[src/e3_rx_overhead_map.vh]
`ifndef E3_RX_OVERHEAD_MAP_VH
`define E3_RX_OVERHEAD_MAP_VH

// Overhead bits carried by one E3 frame
`define OH_BITS_PER_FRAME 56
`define OH_LAST_BIT_INDEX 6'h37
`define OH_FIRST_BIT_INDEX 6'h00
`define OH_COUNT_WIDTH 6

// Output clock periods spent on each overhead bit
`define OH_PERIODS_PER_BIT 8
`define OH_PHASE_WIDTH 4

// E3 line rate of the output clock, in kHz
`define E3_LINE_RATE_KHZ 34368

// Sequencer states
`define OH_ST_IDLE 1'b0
`define OH_ST_SHIFT 1'b1

// Entry of the staging FIFO: {first bit of frame, bit value}
`define OH_ENTRY_WIDTH 2
`define OH_ENTRY_FIRST 1
`define OH_ENTRY_DATA 0
`define OH_FIFO_DEPTH 8

// Synchronised pins and their slots in the pin vector
`define OH_SYNC_PINS 3
`define OH_PIN_LINE 0
`define OH_PIN_LOCAL 1
`define OH_PIN_LOOP 2

`endif

[src/oh_bit_fifo.v]
`timescale 1ns/100ps
`default_nettype none

module oh_bit_fifo #(
	parameter WIDTH = 2,
	parameter DEPTH = 8,
	parameter AW = 3
) (
	// Clock and reset
	input wire i_clk_sys,
	input wire i_rst_n,
	// Fill side
	input wire i_in_valid,
	input wire [WIDTH-1:0] i_in_data,
	output wire o_in_ready,
	// Drain side
	output wire o_out_valid,
	output wire [WIDTH-1:0] o_out_data,
	input wire i_out_ready
);

	reg [WIDTH-1:0] mem_ff [0:DEPTH-1];
	reg [AW-1:0] wr_ptr_ff;
	reg [AW-1:0] rd_ptr_ff;
	reg [AW:0] count_ff;
	reg [AW:0] nxt_count;
	reg in_ready_ff;
	wire push;
	wire pop;

	// Handshakes on both sides; ready comes from a flop
	assign o_in_ready = in_ready_ff;
	assign o_out_valid = (count_ff != {(AW+1){1'b0}});
	assign o_out_data = mem_ff[rd_ptr_ff];
	assign push = i_in_valid & o_in_ready;
	assign pop = o_out_valid & i_out_ready;

	// Storage write
	always @(posedge i_clk_sys)
	begin
		if (push)
			mem_ff[wr_ptr_ff] <= i_in_data;
	end

	// Fill level after this cycle's push and pop
	always @*
	begin
		nxt_count = count_ff;
		if (push && !pop)
			nxt_count = count_ff + 1'b1;
		else if (pop && !push)
			nxt_count = count_ff - 1'b1;
	end

	// Pointers and fill level
	always @(posedge i_clk_sys or negedge i_rst_n)
	begin
		if (!i_rst_n)
		begin
			wr_ptr_ff <= {AW{1'b0}};
			rd_ptr_ff <= {AW{1'b0}};
			count_ff <= {(AW+1){1'b0}};
			in_ready_ff <= 1'b1;
		end
		else
		begin
			if (push)
				wr_ptr_ff <= (wr_ptr_ff == DEPTH[AW-1:0] - 1'b1) ? {AW{1'b0}} : wr_ptr_ff + 1'b1;
			if (pop)
				rd_ptr_ff <= (rd_ptr_ff == DEPTH[AW-1:0] - 1'b1) ? {AW{1'b0}} : rd_ptr_ff + 1'b1;
			count_ff <= nxt_count;
			in_ready_ff <= (nxt_count != DEPTH[AW:0]); // Full when every slot is held
		end
	end

endmodule // oh_bit_fifo

`default_nettype wire

[src/e3_rx_overhead_enable_port.v]
// Contract
// - Each overhead bit of an inbound frame is shown one at a time on the overhead data output.
// - Every bit gets one enable pulse, one output clock period long, near the middle of the bit.
// - Frame start stays high for the whole time the first overhead bit of a frame is shown.
// - The output clock follows the line receive clock in loop timing, else the local clock.
// - In E3 operation the output clock runs at the E3 line rate of 34.368 MHz.
// - The pulse seen with frame start is count zero, the top bit of the first alignment byte.
// - Counts 0-55 map to FA1, FA2, EM, TR, MA, NR, GC bytes in order, each MSB first.
// - With a dedicated overhead clock, frame start lasts one such period and its edges count.
`timescale 1ns/100ps
`default_nettype none
`include "e3_rx_overhead_map.vh"

module e3_rx_overhead_enable_port #(
	parameter PERIODS_PER_BIT = `OH_PERIODS_PER_BIT,
	parameter FIFO_DEPTH = `OH_FIFO_DEPTH
) (
	// System clock and reset
	input wire i_clk_sys,
	input wire i_rst_n,
	// Clock pins and timing select
	input wire i_line_receive_clock,
	input wire i_local_transmit_input_clock,
	input wire i_loop_timing,
	// Overhead bits from the receive framer
	input wire i_oh_bit_valid,
	input wire i_oh_bit,
	input wire i_oh_bit_first,
	output wire o_oh_bit_ready,
	// Terminal side pins
	output reg o_rx_section_output_clock,
	output reg o_rx_overhead_data_out,
	output reg o_rx_overhead_sample_enable,
	output reg o_rx_overhead_frame_start
);

	// ----------------------------------------
	// Timing constants
	// ----------------------------------------
	localparam [`OH_PHASE_WIDTH-1:0] LAST_PHASE = PERIODS_PER_BIT[`OH_PHASE_WIDTH-1:0] - 1'b1;
	localparam [`OH_PHASE_WIDTH-1:0] MID_PHASE = PERIODS_PER_BIT[`OH_PHASE_WIDTH:1];
	localparam [`OH_COUNT_WIDTH-1:0] LAST_BIT = `OH_LAST_BIT_INDEX;
	localparam [`OH_COUNT_WIDTH-1:0] FIRST_BIT = `OH_FIRST_BIT_INDEX;
	localparam integer LINE_RATE_KHZ = `E3_LINE_RATE_KHZ;
	// FIFO pointer width follows its depth
	localparam integer FIFO_AW = $clog2(FIFO_DEPTH);
	// Sequencer state codes
	localparam [0:0] ST_IDLE = `OH_ST_IDLE;
	localparam [0:0] ST_SHIFT = `OH_ST_SHIFT;

	// ----------------------------------------
	// Pin synchronisers
	// ----------------------------------------
	wire [`OH_SYNC_PINS-1:0] pin_async;
	wire [`OH_SYNC_PINS-1:0] pin_sync;
	reg sel_clk_prev_ff;
	wire sel_clk;
	wire sel_rise;
	genvar g;

	// Pins gathered so one loop builds every synchroniser
	assign pin_async = {i_loop_timing, i_local_transmit_input_clock, i_line_receive_clock};

	// Two flops on every pin before any logic reads it
	generate
		for (g = 0; g < `OH_SYNC_PINS; g = g + 1)
		begin : g_sync
			reg meta_ff;
			reg sync_ff;
			always @(posedge i_clk_sys or negedge i_rst_n)
			begin
				if (!i_rst_n)
				begin
					meta_ff <= 1'b0;
					sync_ff <= 1'b0;
				end
				else
				begin
					meta_ff <= pin_async[g];
					sync_ff <= meta_ff;
				end
			end
			assign pin_sync[g] = sync_ff; // Only the second flop leaves
		end
	endgenerate

	// Last level of the chosen clock, for the edge finder
	always @(posedge i_clk_sys or negedge i_rst_n)
	begin
		if (!i_rst_n)
			sel_clk_prev_ff <= 1'b0;
		else
			sel_clk_prev_ff <= sel_clk;
	end

	// Clock source choice and edge finder
	assign sel_clk = pin_sync[`OH_PIN_LOOP] ?
		pin_sync[`OH_PIN_LINE] : pin_sync[`OH_PIN_LOCAL];
	assign sel_rise = sel_clk & ~sel_clk_prev_ff;

	// ----------------------------------------
	// Staging FIFO
	// ----------------------------------------
	wire fifo_valid;
	wire [`OH_ENTRY_WIDTH-1:0] fifo_data;
	reg fifo_pop;

	oh_bit_fifo #(
		.WIDTH(`OH_ENTRY_WIDTH),
		.DEPTH(FIFO_DEPTH),
		.AW(FIFO_AW)
	) u_fifo (
		.i_clk_sys(i_clk_sys),
		.i_rst_n(i_rst_n),
		.i_in_valid(i_oh_bit_valid),
		.i_in_data({i_oh_bit_first, i_oh_bit}),
		.o_in_ready(o_oh_bit_ready),
		.o_out_valid(fifo_valid),
		.o_out_data(fifo_data),
		.i_out_ready(fifo_pop)
	);

	// ----------------------------------------
	// Bit sequencer
	// ----------------------------------------
	reg state_ff;
	reg nxt_state;
	reg [`OH_PHASE_WIDTH-1:0] phase_ff;
	reg [`OH_PHASE_WIDTH-1:0] nxt_phase;
	reg [`OH_COUNT_WIDTH-1:0] bit_cnt_ff;
	reg [`OH_COUNT_WIDTH-1:0] nxt_bit_cnt;
	reg nxt_data;
	reg nxt_enable;
	reg nxt_frame;
	reg load;

	// Next-state logic, advanced only on output clock rises
	always @*
	begin
		nxt_state = state_ff;
		nxt_phase = phase_ff;
		nxt_bit_cnt = bit_cnt_ff;
		nxt_data = o_rx_overhead_data_out;
		nxt_enable = o_rx_overhead_sample_enable;
		nxt_frame = o_rx_overhead_frame_start;
		load = 1'b0;
		if (sel_rise)
		begin
			case (state_ff)
				ST_IDLE:
				begin
					nxt_enable = 1'b0;
					load = fifo_valid;
				end
				ST_SHIFT:
				begin
					nxt_phase = phase_ff + 1'b1;
					nxt_enable = (nxt_phase == MID_PHASE);
					if (phase_ff == LAST_PHASE)
					begin
						nxt_enable = 1'b0;
						load = fifo_valid;
						if (!fifo_valid)
						begin
							nxt_state = ST_IDLE;
							nxt_frame = 1'b0;
						end
					end
				end
				default:
				begin
					nxt_state = ST_IDLE;
				end
			endcase
		end
		if (load)
		begin
			nxt_state = ST_SHIFT;
			nxt_phase = {`OH_PHASE_WIDTH{1'b0}};
			nxt_data = fifo_data[`OH_ENTRY_DATA];
			// Framer marker realigns; otherwise wrap after the last bit
			if (fifo_data[`OH_ENTRY_FIRST] || bit_cnt_ff == LAST_BIT)
				nxt_bit_cnt = FIRST_BIT;
			else
				// One count step per bit, as a dedicated bit clock would give
				nxt_bit_cnt = bit_cnt_ff + 1'b1;
			nxt_frame = (nxt_bit_cnt == FIRST_BIT);
			nxt_enable = (MID_PHASE == {`OH_PHASE_WIDTH{1'b0}});
		end
		fifo_pop = load;
	end

	// Sequencer and output registers
	always @(posedge i_clk_sys or negedge i_rst_n)
	begin
		if (!i_rst_n)
		begin
			state_ff <= ST_IDLE;
			phase_ff <= {`OH_PHASE_WIDTH{1'b0}};
			bit_cnt_ff <= `OH_LAST_BIT_INDEX;
			o_rx_section_output_clock <= 1'b0;
			o_rx_overhead_data_out <= 1'b0;
			o_rx_overhead_sample_enable <= 1'b0;
			o_rx_overhead_frame_start <= 1'b0;
		end
		else
		begin
			state_ff <= nxt_state;
			phase_ff <= nxt_phase;
			bit_cnt_ff <= nxt_bit_cnt;
			o_rx_section_output_clock <= sel_clk;
			o_rx_overhead_data_out <= nxt_data;
			o_rx_overhead_sample_enable <= nxt_enable;
			o_rx_overhead_frame_start <= nxt_frame;
		end
	end

endmodule // e3_rx_overhead_enable_port

`default_nettype wire

[config.mk]
export PLATFORM = sky130hd
export DESIGN_NAME = e3_rx_overhead_enable_port
export DESIGN_NICKNAME = d
export VERILOG_FILES = /design/src/oh_bit_fifo.v /design/src/e3_rx_overhead_enable_port.v
export VERILOG_INCLUDE_DIRS = /design/src
export SDC_FILE = /design/constraint.sdc
export NUM_CORES = 1
export LEC_CHECK = 0
export BUFFER_PORTS_ARGS = -buffer_cell sky130_fd_sc_hd__buf_2
export CAP_MARGIN = 40
export CORE_MARGIN = 5
export CORE_UTILIZATION = 43
export CTS_BUF_LIST = sky130_fd_sc_hd__clkbuf_16
export DETAILED_ROUTE_END_ITERATION = 8
export PLACE_DENSITY = 0.69
export SLEW_MARGIN = 20
export SYNTH_ARGS = -nofsm -noshare
export SYNTH_HDL_FRONTEND = slang
export SYNTH_SLANG_ARGS = --single-unit
[constraint.sdc]
create_clock -name i_clk_sys -period 2.2 [get_ports i_clk_sys]
set_input_delay 0.44 -clock i_clk_sys [delete_from_list [all_inputs] [get_ports i_clk_sys]]
set_output_delay 0.44 -clock i_clk_sys [all_outputs]
set_load 0.005 [all_outputs]
# After elaboration in Yosys (flattened, before gate mapping)
# Memory sizes are Yosys's and may differ from the RTL's.
# Index checks and enable logic that the tools add are counted.
# totals
register_bits,32
latchBits,0
mem_bits_rw,16
romBits,0
mem_count,1
# classes
addsub,6
n_mul,0
div,0
magnitude_cmp,0
eq_ne,7
shift,0
n_mux,29
bitwise,5
reduce_logical,12
# memory_table
memory,words,word_bits,read_ports,rd_clocked_by_memory_dff,wr,line_no,rtl
u_fifo.mem_ff,8,2,1,0,1,oh_bit_fifo.v:22,reg [WIDTH-1:0] mem_ff [0:DEPTH-1];
# ops
cell,n
$mux W4,5
$mux W1,18
$mux W6,2
$add A4 B1 Y4 const B,2
$eq A4 B3 Y1 const B,2
$add A3 B1 Y3 const B,2
$add A6 B1 Y6 const B,1
$eq A3 B3 Y1 const B,2
$eq A6 B6 Y1 const B,1
$logic_not A6 Y1,1
$mux W3,2
$reduce_bool A2 Y1,3
$ne A4 B4 Y1 const B,1
$pmux W1 S2,2
$reduce_and A4 Y1,1
$reduce_bool A4 Y1,1
$sub A4 B1 Y4 const B,1
$and A1 B1 Y1,3
$logic_and A1 B1 Y1,2
$logic_not A1 Y1,2
$ne A2 B1 Y1 const B,1
$not A1 Y1,2
$reduce_and A2 Y1,1
$logic_or A1 B1 Y1,1

# Longest topological paths before layout
# Gate-level depths: netlist of run 1.
# logic_depth
word_depth,9
mapped_depth,8
ltp_nobuf,7

# Modules after synthesis
# A second synthesis of run 1 with hierarchy kept.
# unflattened
cells_unflattened,195
hier_area_um2,2359.8
# modules_own_cells
module,n_inst,cells_each,area_per_inst_um2
oh_bit_fifo,1,96,1301.2
e3_rx_overhead_enable_port,1,99,1058.5

# Worst setup path after synthesis of run 1
# Ideal clock, no wire load.
# synth_path
path_type,register to register
from,register phase_ff[0]
to,register u_fifo.in_ready_ff (netlist: u_fifo.o_in_ready)
setup_ns,0.094
arrival_time_ns,2.054
required_time_ns,2.106
path_slack_ns,0.052
stages_incl_launch_ff,8
cell_sequence,dfrtp_1 ha_1 nand3b_4 a2111o_1 buf_6 o21ai_1 o32ai_1 or4b_1
# synth_via
elab_chain_len,9
elab_cells_between_ends,11
# synth_lines
element,line_no,rtl
start: declaration,e3_rx_overhead_enable_port.v:128,reg [`OH_PHASE_WIDTH-1:0] phase_ff;
start signal: assignment,e3_rx_overhead_enable_port.v:199,phase_ff <= {`OH_PHASE_WIDTH{1'b0}};
start signal: assignment,e3_rx_overhead_enable_port.v:209,phase_ff <= nxt_phase;
$eq A4 B3 Y1 (*),e3_rx_overhead_enable_port.v:159,if (phase_ff == LAST_PHASE)
$mux W1 (*),e3_rx_overhead_enable_port.v:159,
$pmux W1 S2 (*),e3_rx_overhead_enable_port.v:149,case (state_ff)
$mux W1 (*),e3_rx_overhead_enable_port.v:147,if (sel_rise)
$and A1 B1 Y1 (*),oh_bit_fifo.v:36,assign pop = o_out_valid & i_out_ready;
$logic_and A1 B1 Y1 or $logic_not A1 Y1 (tied branches),"oh_bit_fifo.v:51, oh_bit_fifo.v:49",
$mux W4 or $logic_and A1 B1 Y1 (tied branches),"oh_bit_fifo.v:51, oh_bit_fifo.v:49",
$mux W4 (*),oh_bit_fifo.v:49,if (push && !pop)
net u_fifo.nxt_count[1],oh_bit_fifo.v:26,reg [AW:0] nxt_count;
$ne A4 B4 Y1 (*),oh_bit_fifo.v:72,in_ready_ff <= (nxt_count != DEPTH[AW:0]);
end signal: assignment,oh_bit_fifo.v:72,
end: declaration,oh_bit_fifo.v:27,reg in_ready_ff;
# The timed path passes the listed nets; every way through them passes the cells marked *.
# A chain may end at the register's enable or synchronous reset.

# Worst setup path in the final report of run 1
# layout_path
from,register u_fifo.count_ff[0]
to,register u_fifo.in_ready_ff (netlist: u_fifo.o_in_ready)
# layout_via
elab_chain_len,9
elab_cells_between_ends,13
# layout_lines
element,line_no,rtl
start: declaration,oh_bit_fifo.v:25,reg [AW:0] count_ff;
start signal: assignment,oh_bit_fifo.v:62,count_ff <= {(AW+1){1'b0}};
start signal: assignment,oh_bit_fifo.v:71,count_ff <= nxt_count;
$reduce_bool A4 Y1,oh_bit_fifo.v:33,assign o_out_valid = (count_ff != {(AW+1){1'b0}});
$mux W1,e3_rx_overhead_enable_port.v:159,
$pmux W1 S2,e3_rx_overhead_enable_port.v:149,
$mux W1,e3_rx_overhead_enable_port.v:147,
$and A1 B1 Y1,oh_bit_fifo.v:36,
$logic_and A1 B1 Y1 or $logic_not A1 Y1 (tied branches),"oh_bit_fifo.v:51, oh_bit_fifo.v:49",
$mux W4 or $logic_and A1 B1 Y1 (tied branches),"oh_bit_fifo.v:51, oh_bit_fifo.v:49",
$mux W4 (*),oh_bit_fifo.v:49,
net u_fifo.nxt_count[1],oh_bit_fifo.v:26,
$ne A4 B4 Y1 (*),oh_bit_fifo.v:72,
# Marks and branches as above.

==> results of run 1 <==
[registers in the layout, indices dropped and copies added, names as in the netlist, 3 cells and up]
name	flops
bit_cnt_ff	6
g_sync.meta_ff	3
g_sync.sync_ff	3
phase_ff	4
u_fifo.count_ff	4
u_fifo.mem_ff	16
u_fifo.rd_ptr_ff	3
u_fifo.wr_ptr_ff	3
[area by class of cell]
cell class	instances	area [µm²]	area share, %
clock inverter	3	38.8	1.45
clock buffer	5	125	4.68
timing repair buffer	28	180	6.74
sequential	48	1290	48.2
multi-input combinational	124	926	34.6
inverter	7	26.3	0.983
tap	70	87.6	3.28
[layer usage]
metal	wire length, µm	track usage [%]	share of wire, %
met3	75	2.06	1.9
met2	1990	21.4	50
met1	1850	18.4	47
met4	44	4.41	1.1
met5	0	0	0
[worst paths after layout]
kind	start	endpoint	slack (ns)
setup / recovery	u_fifo.count_ff[0]	u_fifo.o_in_ready	0.09
hold / removal	i_rst_n	g_sync[1].meta_ff	0.20
setup reg to reg	u_fifo.count_ff[0]	u_fifo.o_in_ready	0.09
hold reg to reg	g_sync[1].meta_ff	g_sync[1].sync_ff	0.35
max in group asynchronous	i_rst_n	u_fifo.rd_ptr_ff[2]	1.56
min in group i_clk_sys	i_local_transmit_input_clock	g_sync[1].meta_ff	0.26
[cells in the final DEF, fill, tap and decap left out, types with 5 or more instances in the layout]
cell | Yosys | routed
o21ai_0 | 7 | 7
nor2_1 | 10 | 9
dfrtp_1 | 26 | 26
clkbuf_16 | 0 | 5
edfxtp_1 | 16 | 16
ha_1 | 9 | 8
nand2_1 | 21 | 21
inv_1 | 7 | 8
dfstp_2 | 6 | 6
buf_2 | 1 | 12
nor3_1 | 9 | 9
buf_4 | 0 | 16
[kinds of logic after synthesis]
family | share of synthesized area, %
compound gates | 11.4
xor+xnor | 1.93
fa+ha+maj | 4.98
buf+inv | 2.38
flops | 56.9
mux | 7.85
simple gates | 14.5
[power groups by stage]
stage | logic, W | clock network [W] | registers, W
final | 0.000961 | 0.000838 | 0.00139
after CTS | 0.000973 | 0.000850 | 0.00139
after global placement | 0.000942 | 0 | 0.00139
after floorplan | 0.000684 | 0 | 0.00135
after detailed placement | 0.000967 | 0 | 0.00140
after global routing | 0.00110 | 0.000893 | 0.00142
[critical path, stage by stage (launching register included)]
cell and delay, ns:
dfrtp_1 0.35, inv_1 0.05, ha_1 0.22, nor3b_1 0.16, a2111o_1 0.33, buf_4 0.17
o21ai_1 0.13, o32ai_1 0.12, or4b_1 0.50
[through the flow]
stage	setup slack (ns)	setup TNS [ns]
5_1_grt	-0.0290	-0.0290
4_1_cts	0.0542	0
3_5_place_dp	0.0800	0
3_3_place_gp	0.107	0
2_1_floorplan	0.0522	0
6_report	0.0869	0
==> impl_metrics.csv, run 1 <==
group,metric,value,unit
run_status,status,"finished clean",
flow_run,cap_violations,0,
placed_design,place.detailed.hpwl,2.91,mm
floorplan,rows,26,
synthesis,synth_most_common_cell,"dfrtp_1",
timing,relSlewSlack,54.1,%
timing,fmax,473,MHz
synthesis,synthArstFlopShare,66.7,%
floorplan,core,5110,µm²
setup_path,cp_data_required_time,2.39,ns
pwr,leakage,1.15,nW
placed_design,placed_cell_area,2500,µm²
clock_tree,cts_hold_buf,0,
timing,clock_skew,0.00591,ns
clock_tree,cts_resized,0,
timing,min_period_over_period,96.0,%
timing,final-hold-violation-count,0,
detailed_routing,drtPass1Iterations,4,
synthesis,ys.flop_type,"dfrtp_1",
clock_tree,post-cts-setup-buffers,0,
pwr,p_total,0.00319,W
pwr,combPwrFrac,30.2,%
detailed_routing,first_iter_violations,82,
floorplan,die-width,82.6,µm
synthesis,ys_ff_latch,48,
setup_path,cp_data_arrival_time,2.31,ns
timing,slew_viol_final,0,
clock_tree,cts_root_buf,"clkbuf_16",
synthesis,synth_top_area_share,28.7,%
timing,tightest_slew,0.688,ns
synthesis,postSynthCellCount,184,
cells_and_area,stdcell_count,285,
floorplan,die_y,82.6,µm
synthesis,synth_common_cells,"26 x dfrtp_1, 21 x nand2_1, 16 x edfxtp_1",
synthesis,synth_warnings,0,
clock_tree,cts.path.max_buffers,2,
clock_tree,numCtsBuffers,5,
detailed_routing,wl_per_cell,13.9,µm
placed_design,place.gp.congestion,0.835,
detailed_routing,ant_nets,0,
synthesis,synth.distinct_cells,47,
synthesis,synth_area,2260,µm²
global_route,grt_antenna_before_repair,0,
global_route,grt_pass1_vias,1442,
hold_path,min_path_type,"in2async",
cells_and_area,area_delta_synth_final,18.1,%
synthesis,postSynthAreaPerCell,12.3,µm²
pwr,internal_power,0.00220,W
synthesis,yosysSeqAreaShare,56.9,%
pwr,seq_power_share,43.5,%
timing,rsz0062_at_grt,"yes",
timing,hold_ws,0.198,ns
pwr,clkPwrFrac,26.3,%
detailed_routing,viasPerCell,5.20,
cells_and_area,finish.utilization,52.3,%
global_route,grt_max_degree,33,
clock_tree,cts.clk_slew.worst_paths,0.06,ns
global_route,grt_overflow,0,
cells_and_area,fin_nets,231,
clock_tree,cts_tree,"done",
pwr,swShare,31.0,%
synthesis,synth_edf_count,16,
placed_design,port_buffers,12,
floorplan,io_pins,13,
clock_tree,htree_levels,2,
setup_path,endpoint_kind,"register",
global_route,grt_pass1_wl,6.85,mm
cells_and_area,antenna_cells,0,
floorplan,start_util,44.3,%
setup_path,start_kind,"register",
detailed_routing,finalWirelength,3.96,mm
timing,final.min_clock_period,2.11,ns
pwr,peakVddDrop,706,µV
synthesis,yosys.area.top_type,"dfrtp_1",
pwr,switchingPower,0.000986,W
synthesis,yosys-top-cells-area,"dfrtp_1 29%, edfxtp_1 21%, dfstp_2 7.0%, ha_1 5.0%, mux4_2 4.0%",
synthesis,synth_nets,201,
placed_design,dp_cells,277,
cells_and_area,fillers,444,
floorplan,dieArea,6810,µm²
cells_and_area,final_area,2670,µm²
timing,finalSetupViolCount,0,
cells_and_area,drive_gt1_share,25.1,%
detailed_routing,drc,0,
setup_path,crit_type,"reg2reg",
global_route,grtUsageTotal,13.3,%
setup_path,reg2reg_depth,8,
clock_tree,clkLatencyLatePin,0.28,ns
clock_tree,clock-sinks,48,
detailed_routing,vias,1483,
setup_path,crit_fanout,5,
pwr,power_per_cell_area,1190,nW/µm²
(Power assumes the default switching activity.)
==> inputs of run 2 (changes only) <==
ABC_AREA = 1   (was unset)
==> run 2 against run 1 <==
Die area increased by 2.8%. Utilization decreased by 1.8 points. Synthesized cell count increased by 37%. Worst hold slack improved by 0.0063 ns. Combinational power increased by 0.7%. Critical path depth unchanged. Sequential power about the same. Non-clock buffer count decreased by 16. Critical path type unchanged. Final cell count increased by 19%.
==> impl_metrics.csv, run 2 <==
group,metric,value,unit
cells_and_area,mostFrequentLayoutCells,"64 x nand2_1, 27 x inv_1, 26 x dfrtp_1",
synthesis,synth_xor_area_share,2.63,%
synthesis,synthArstFlopShare,66.7,%
floorplan,rows,26,
timing,fin_setup_tns,0,ns
pwr,seq_power_share,43.8,%
pwr,internal_power,0.00208,W
floorplan,dieArea,7000,µm²
synthesis,synth_area,2330,µm²
cells_and_area,antenna_cells,0,
synthesis,synth.distinct_cells,29,
setup_path,crit_type,"reg2reg",
detailed_routing,drtPass1Iterations,6,
timing,rsz0062_at_grt,"no",
synthesis,synthSimpleGateAreaFrac,23.8,%
clock_tree,cts_root_buf,"clkbuf_16",
synthesis,postSynthAreaPerCell,9.26,µm²
pwr,peakVddDrop,618,µV
clock_tree,numCtsBuffers,5,
floorplan,die-width,83.7,µm
synthesis,yosys-top-cells-area,"dfrtp_1 28%, edfxtp_1 21%, nand2_1 10%, dfstp_2 6.8%, ha_1 4.8%",
global_route,grt_pass1_vias,1574,
synthesis,synth_common_cells,"64 x nand2_1, 27 x inv_1, 26 x dfrtp_1",
timing,fmax,566,MHz
detailed_routing,viasPerCell,4.83,
floorplan,core,5200,µm²
timing,hold_ws,0.204,ns
clock_tree,cts.path.max_buffers,2,
synthesis,synth_adder_area_share,4.82,%
clock_tree,cts.clk_slew.worst_paths,0.06,ns
synthesis,postSynthCellCount,252,
cells_and_area,final_area,2630,µm²
synthesis,synth-compound-area-share,7.88,%
synthesis,synth_top_family_by_area,"simple AND/OR/NAND/NOR gates",
timing,final-hold-violation-count,0,
cells_and_area,finish.utilization,50.5,%
synthesis,yosys.area.top_type,"dfrtp_1",
floorplan,die_y,83.7,µm
detailed_routing,ant_nets,0,
timing,clock_skew,0.00573,ns
placed_design,placed_cell_area,2470,µm²
pwr,swShare,35.0,%
synthesis,yosysSeqAreaShare,55.2,%
synthesis,synth_warnings,0,
cells_and_area,drive_gt1_share,15.2,%
detailed_routing,vias,1637,
setup_path,endpoint_kind,"register",
synthesis,synthMuxAreaShare,0,%
timing,tightest_slew,0.711,ns
global_route,grt_pass1_wl,6.89,mm
cells_and_area,area_delta_synth_final,12.6,%
timing,slew_viol_final,0,
clock_tree,post-cts-setup-buffers,0,
detailed_routing,finalWirelength,3.93,mm
pwr,power_per_cell_area,1220,nW/µm²
setup_path,start_kind,"register",
synthesis,ys.flop_type,"dfrtp_1",
global_route,grt_max_degree,33,
hold_path,min_path_type,"in2async",
cells_and_area,top_regs,"u_fifo.mem_ff x16, bit_cnt_ff x6",
synthesis,ys_ff_latch,48,
synthesis,synth_top_area_share,27.9,%
setup_path,r2r_slack,0.43,ns
floorplan,start_util,44.9,%
cells_and_area,fin_nets,285,
global_route,grt_antenna_before_repair,0,
synthesis,synth_edf_count,16,
timing,fin_ws,0.432,ns
timing,finalSetupViolCount,0,
cells_and_area,largest_reg_flops,16,
placed_design,place.gp.congestion,0.824,
synthesis,synth_nets,269,
flow_run,cap_violations,0,
global_route,grtUsageTotal,12.0,%
detailed_routing,drc,0,
pwr,switchingPower,0.00112,W
timing,relSlewSlack,52.6,%
pwr,clkPwrFrac,25.9,%
setup_path,cp_data_required_time,2.40,ns
cells_and_area,layout_commonest_cell,"nand2_1",
pwr,combPwrFrac,30.3,%
setup_path,crit_fanout,12,
run_status,status,"finished clean",
placed_design,port_buffers,12,
cells_and_area,regMostFlops,"u_fifo.mem_ff",
clock_tree,clock-sinks,48,
setup_path,cp_data_arrival_time,1.97,ns
detailed_routing,first_iter_violations,72,
floorplan,io_pins,13,
clock_tree,cts_tree,"done",
placed_design,place.detailed.hpwl,2.83,mm
timing,final.min_clock_period,1.77,ns
pwr,leakage,1.21,nW
synthesis,synth_most_common_cell,"nand2_1",
clock_tree,cts_resized,0,
clock_tree,htree_levels,2,
timing,min_period_over_period,80.4,%
global_route,grt_overflow,0,
placed_design,pre_cts_ws,0.451,ns
detailed_routing,wl_per_cell,11.6,µm
clock_tree,cts_hold_buf,0,
clock_tree,clkLatencyLatePin,0.28,ns
## run 2: cell count changes after synthesis, sizes merged, moves of 4 or more
cell,previous run,this run
nand2,21,68
inv,7,31
nand3,4,21
nor2,10,26
nor3,9,0
o21ai,9,18
mux2i,5,0
nand4,3,8
xor2,1,6
mux4,4,0
nor2b,4,0
## run 2: cells by family after synthesis
group | Yosys count
AND/OR/NAND/NOR | 125
flip-flops | 48
buffers and inverters | 34
AO/OA/AOI/OAI | 29
adder cells (fa/ha/maj) | 9
XOR/XNOR | 7
## run 2: path summary, 6_finish.rpt
check | start | to | depth (start not counted)
max | u_fifo.count_ff[0] | u_fifo.o_in_ready | 8
min | i_rst_n | o_rx_section_output_clock | 1
max reg2reg | u_fifo.count_ff[0] | u_fifo.o_in_ready | 8
min reg2reg | g_sync[0].meta_ff | g_sync[0].sync_ff | 0
max in group asynchronous | i_rst_n | u_fifo.wr_ptr_ff[1] | 1
min in group i_clk_sys | i_loop_timing | g_sync[2].meta_ff | 1
## run 2: worst max-delay path, stage by stage (launching register included)
cell and delay (ns):
dfrtp_1 0.41, inv_1 0.13, ha_1 0.23, nand3_2 0.12, nand3_2 0.21, nand2_2 0.14, or2_2 0.29, nand2_1 0.08
nand3_1 0.08
## run 2: routing by layer
layer | global-route usage (%) | vias to the layer above | part of all wire (%) | wire, µm
met5 | 0 | - | 0 | 0
met4 | 5.26 | 0 | 1.9 | 76
met3 | 3.46 | 7 | 3.5 | 139
met2 | 19.3 | 15 | 47 | 1850
met1 | 14.8 | 761 | 48 | 1870
li1 | - | 854 | - | -
## run 2: area by class of cell
| type | instances | area (µm²) |
|---|---|---|
| Multi-Input combinational cell | 170 | 913 |
| Tap cell | 70 | 87.6 |
| Clock inverter | 3 | 37.5 |
| Clock buffer | 5 | 125 |
| Timing Repair Buffer | 12 | 60.1 |
| Inverter | 31 | 116 |
| Sequential cell | 48 | 1290 |
| Fill cell | 476 | 2580 |
## run 2: power by group through the flow
stage | clock, W | combinational (W) | sequential (W)
finish | 0.000828 | 0.000968 | 0.00140
global route | 0.000887 | 0.00112 | 0.00144
CTS | 0.000850 | 0.000980 | 0.00140
detailed placement | 0 | 0.000971 | 0.00141
global placement | 0 | 0.000945 | 0.00141
floorplan | 0 | 0.000792 | 0.00134
## run 2: metrics by stage
| step | instances | total power (W) |
|---|---|---|
| floorplan | 252 | 0.00214 |
| global placement | 331 | 0.00235 |
| detailed placement | 331 | 0.00238 |
| CTS | 339 | 0.00323 |
| global route | 339 | 0.00345 |
| finish | 339 | 0.00320 |
==> inputs of run 3 (changes only) <==
ABC_AREA = 0   (was 1)
PLACE_DENSITY = 0.67   (was 0.69)
clock period = 1.8 ns   (was 2.2 ns; I/O delays follow)
==> run 3 against run 2 <==
The flow now finishes with violations (negative setup slack). Final cell count fell by 9.7%. Non-clock buffer count up 37. Setup slack worse by 0.63 ns. Clock-buffer cell count stayed put. Via count shrank 2.1%. Clock skew is 0.0018 ns lower. Clock power grew 7.1%. Register-to-register slack worse by 0.63 ns. Utilization is 7.2 points higher. Sequential cell count did not move. Largest power group is now combinational logic. Highest routed layer unchanged.
==> impl_metrics.csv, run 3 (same netlist as run 1, synthesis figures left out) <==
group,metric,value,unit
run_status,status,"complete, but fails checks",
run_status,violations,"negative setup slack",
timing,fin_ws,-0.195,ns
clock_tree,htree_levels,2,
detailed_routing,first_iter_violations,22,
clock_tree,numCtsBuffers,5,
pwr,combPwrFrac,40.6,%
setup_path,slowest_delay,0.47,ns
clock_tree,cts.clk_slew.worst_paths,0.06,ns
global_route,grt_antenna_before_repair,0,
clock_tree,cts.path.max_buffers,2,
cells_and_area,finish.utilization,57.7,%
floorplan,start_util,44.3,%
floorplan,core,5110,µm²
placed_design,place.detailed.hpwl,2.98,mm
floorplan,die_y,82.6,µm
setup_path,endpoint_kind,"register",
floorplan,io_pins,13,
hold_path,min_path_type,"in2async",
cells_and_area,fin_nets,252,
setup_path,cp_data_arrival_time,2.19,ns
detailed_routing,drtPass1Iterations,4,
pwr,internal_power,0.00289,W
setup_path,path_delay_family,"compound AO/OA/AOI/OAI gates",
detailed_routing,drc,0,
timing,min_period_over_period,111,%
pwr,leakage,1.27,nW
detailed_routing,vias,1603,
detailed_routing,finalWirelength,4.35,mm
pwr,seq_power_share,38.8,%
clock_tree,clock-sinks,48,
cells_and_area,regMostFlops,"u_fifo.mem_ff",
timing,relSlewSlack,50.8,%
detailed_routing,viasPerCell,5.24,
timing,rsz0062_at_grt,"yes",
cells_and_area,largest_reg_flops,16,
detailed_routing,ant_nets,0,
setup_path,crit_fanout,3,
timing,fmax,501,MHz
pwr,swShare,32.9,%
floorplan,die-width,82.6,µm
setup_path,path_cells,"ha_4, nand3b_4, a2111o_1, buf_6, o21ai_2, o32ai_2, or4b_1",
global_route,grt_pass1_vias,1569,
clock_tree,cts_tree,"done",
global_route,grt_overflow,0,
setup_path,worst-path-buf-inv,1,
setup_path,start_kind,"register",
clock_tree,cts_root_buf,"clkbuf_16",
cells_and_area,area_delta_synth_final,30.1,%
detailed_routing,wl_per_cell,14.2,µm
global_route,grtUsageTotal,13.9,%
cells_and_area,mostFrequentLayoutCells,"34 x buf_4, 25 x dfrtp_1, 20 x nand2_1",
cells_and_area,stdcell_count,306,
setup_path,crit_type,"reg2reg",
timing,final.min_clock_period,2.00,ns
timing,clock_skew,0.00392,ns
global_route,grt_pass1_wl,7.06,mm
timing,tightest_slew,0.737,ns
setup_path,crit_path_top_delay_cell,"or4b_1",
pwr,p_total,0.00431,W
pwr,power_per_cell_area,1460,nW/µm²
timing,finalSetupViolCount,1,
clock_tree,clkLatencyLatePin,0.28,ns
cells_and_area,layout_commonest_cell,"buf_4",
timing,slew_viol_final,0,
pwr,switchingPower,0.00142,W
clock_tree,cts_hold_buf,0,
setup_path,cp_data_required_time,2.00,ns
pwr,peakVddDrop,782,µV
placed_design,dp_cells,293,
cells_and_area,drive_gt1_share,38.6,%
flow_run,cap_violations,0,
floorplan,dieArea,6810,µm²
pwr,clkPwrFrac,20.6,%
floorplan,rows,26,
placed_design,port_buffers,12,
timing,final-hold-violation-count,0,
cells_and_area,top_regs,"u_fifo.mem_ff x16, bit_cnt_ff x6",
cells_and_area,antenna_cells,0,
placed_design,place.gp.congestion,0.832,
global_route,grt_max_degree,33,
## run 3: changes by cell type in the layout (fill, tap and decap cells not counted), sizes merged, moves of 9 or more
cell   before  now
buf        12   49
inv        31    8
nand2      68   21
nand3      21    4
nor2       26   10
nor3        0    9
o21ai      18    9
## run 3: power by group through the flow
stage,combinational [W],clock (W),sequential (W)
after floorplan,0.000870,0,0.00167
after global placement,0.00146,0,0.00167
after detailed placement,0.00149,0,0.00168
after CTS,0.00157,0.000914,0.00166
after global routing,0.00191,0.000966,0.00171
final,0.00175,0.000887,0.00167
## run 3: through the flow
stage               worst slack (ns)  setup TNS, ns  cell area (µm²)  hold WS, ns
finish                        -0.195         -0.195             2950        0.141
global placement              -0.192         -0.810             2650        0.332
CTS                           -0.242         -0.285             2830        0.158
floorplan                     -0.276         -0.285             2300       0.0644
detailed placement            -0.247         -0.836             2650        0.336
global route                  -0.288         -0.378             2950        0.169
## run 3: what timing repair did
item,4_1_cts,5_1_grt
cloned,0,0
gates resized for setup,9,18
pin swaps,3,10
endpoints found under the setup margin,10,13
buffers inserted,2,5
## run 3: final timing paths
path                                   start             endpoint  cells after the start  slack [ns]
setup / recovery                 phase_ff[0]    u_fifo.o_in_ready                      7       -0.20
hold / removal                       i_rst_n          phase_ff[1]                      1        0.14
setup reg to reg                 phase_ff[0]    u_fifo.o_in_ready                      7       -0.20
hold reg to reg            g_sync[1].meta_ff    g_sync[1].sync_ff                      0        0.35
max in group asynchronous            i_rst_n  u_fifo.rd_ptr_ff[0]                      1        1.15
min in group i_clk_sys         i_loop_timing    g_sync[2].meta_ff                      1        0.18
## run 3: layer usage
layer	vias to the layer above	share of wire (%)	routed length, µm	GRT usage, %
met3	2	3.5	154	3.90
met5	-	0	0	0
met1	792	45	1960	17.1
met4	0	0.78	34	4.58
li1	786	-	-	-
met2	23	51	2200	23.4
## run 3: layout make-up
type	instances	area (µm²)
multi-input cells	124	1050
inverters	7	26.3
clock inverters	3	16.3
repair buffers	49	349
well taps	70	87.6
clock buffers	5	125
fillers	437	2160
flip-flops and latches	48	1290
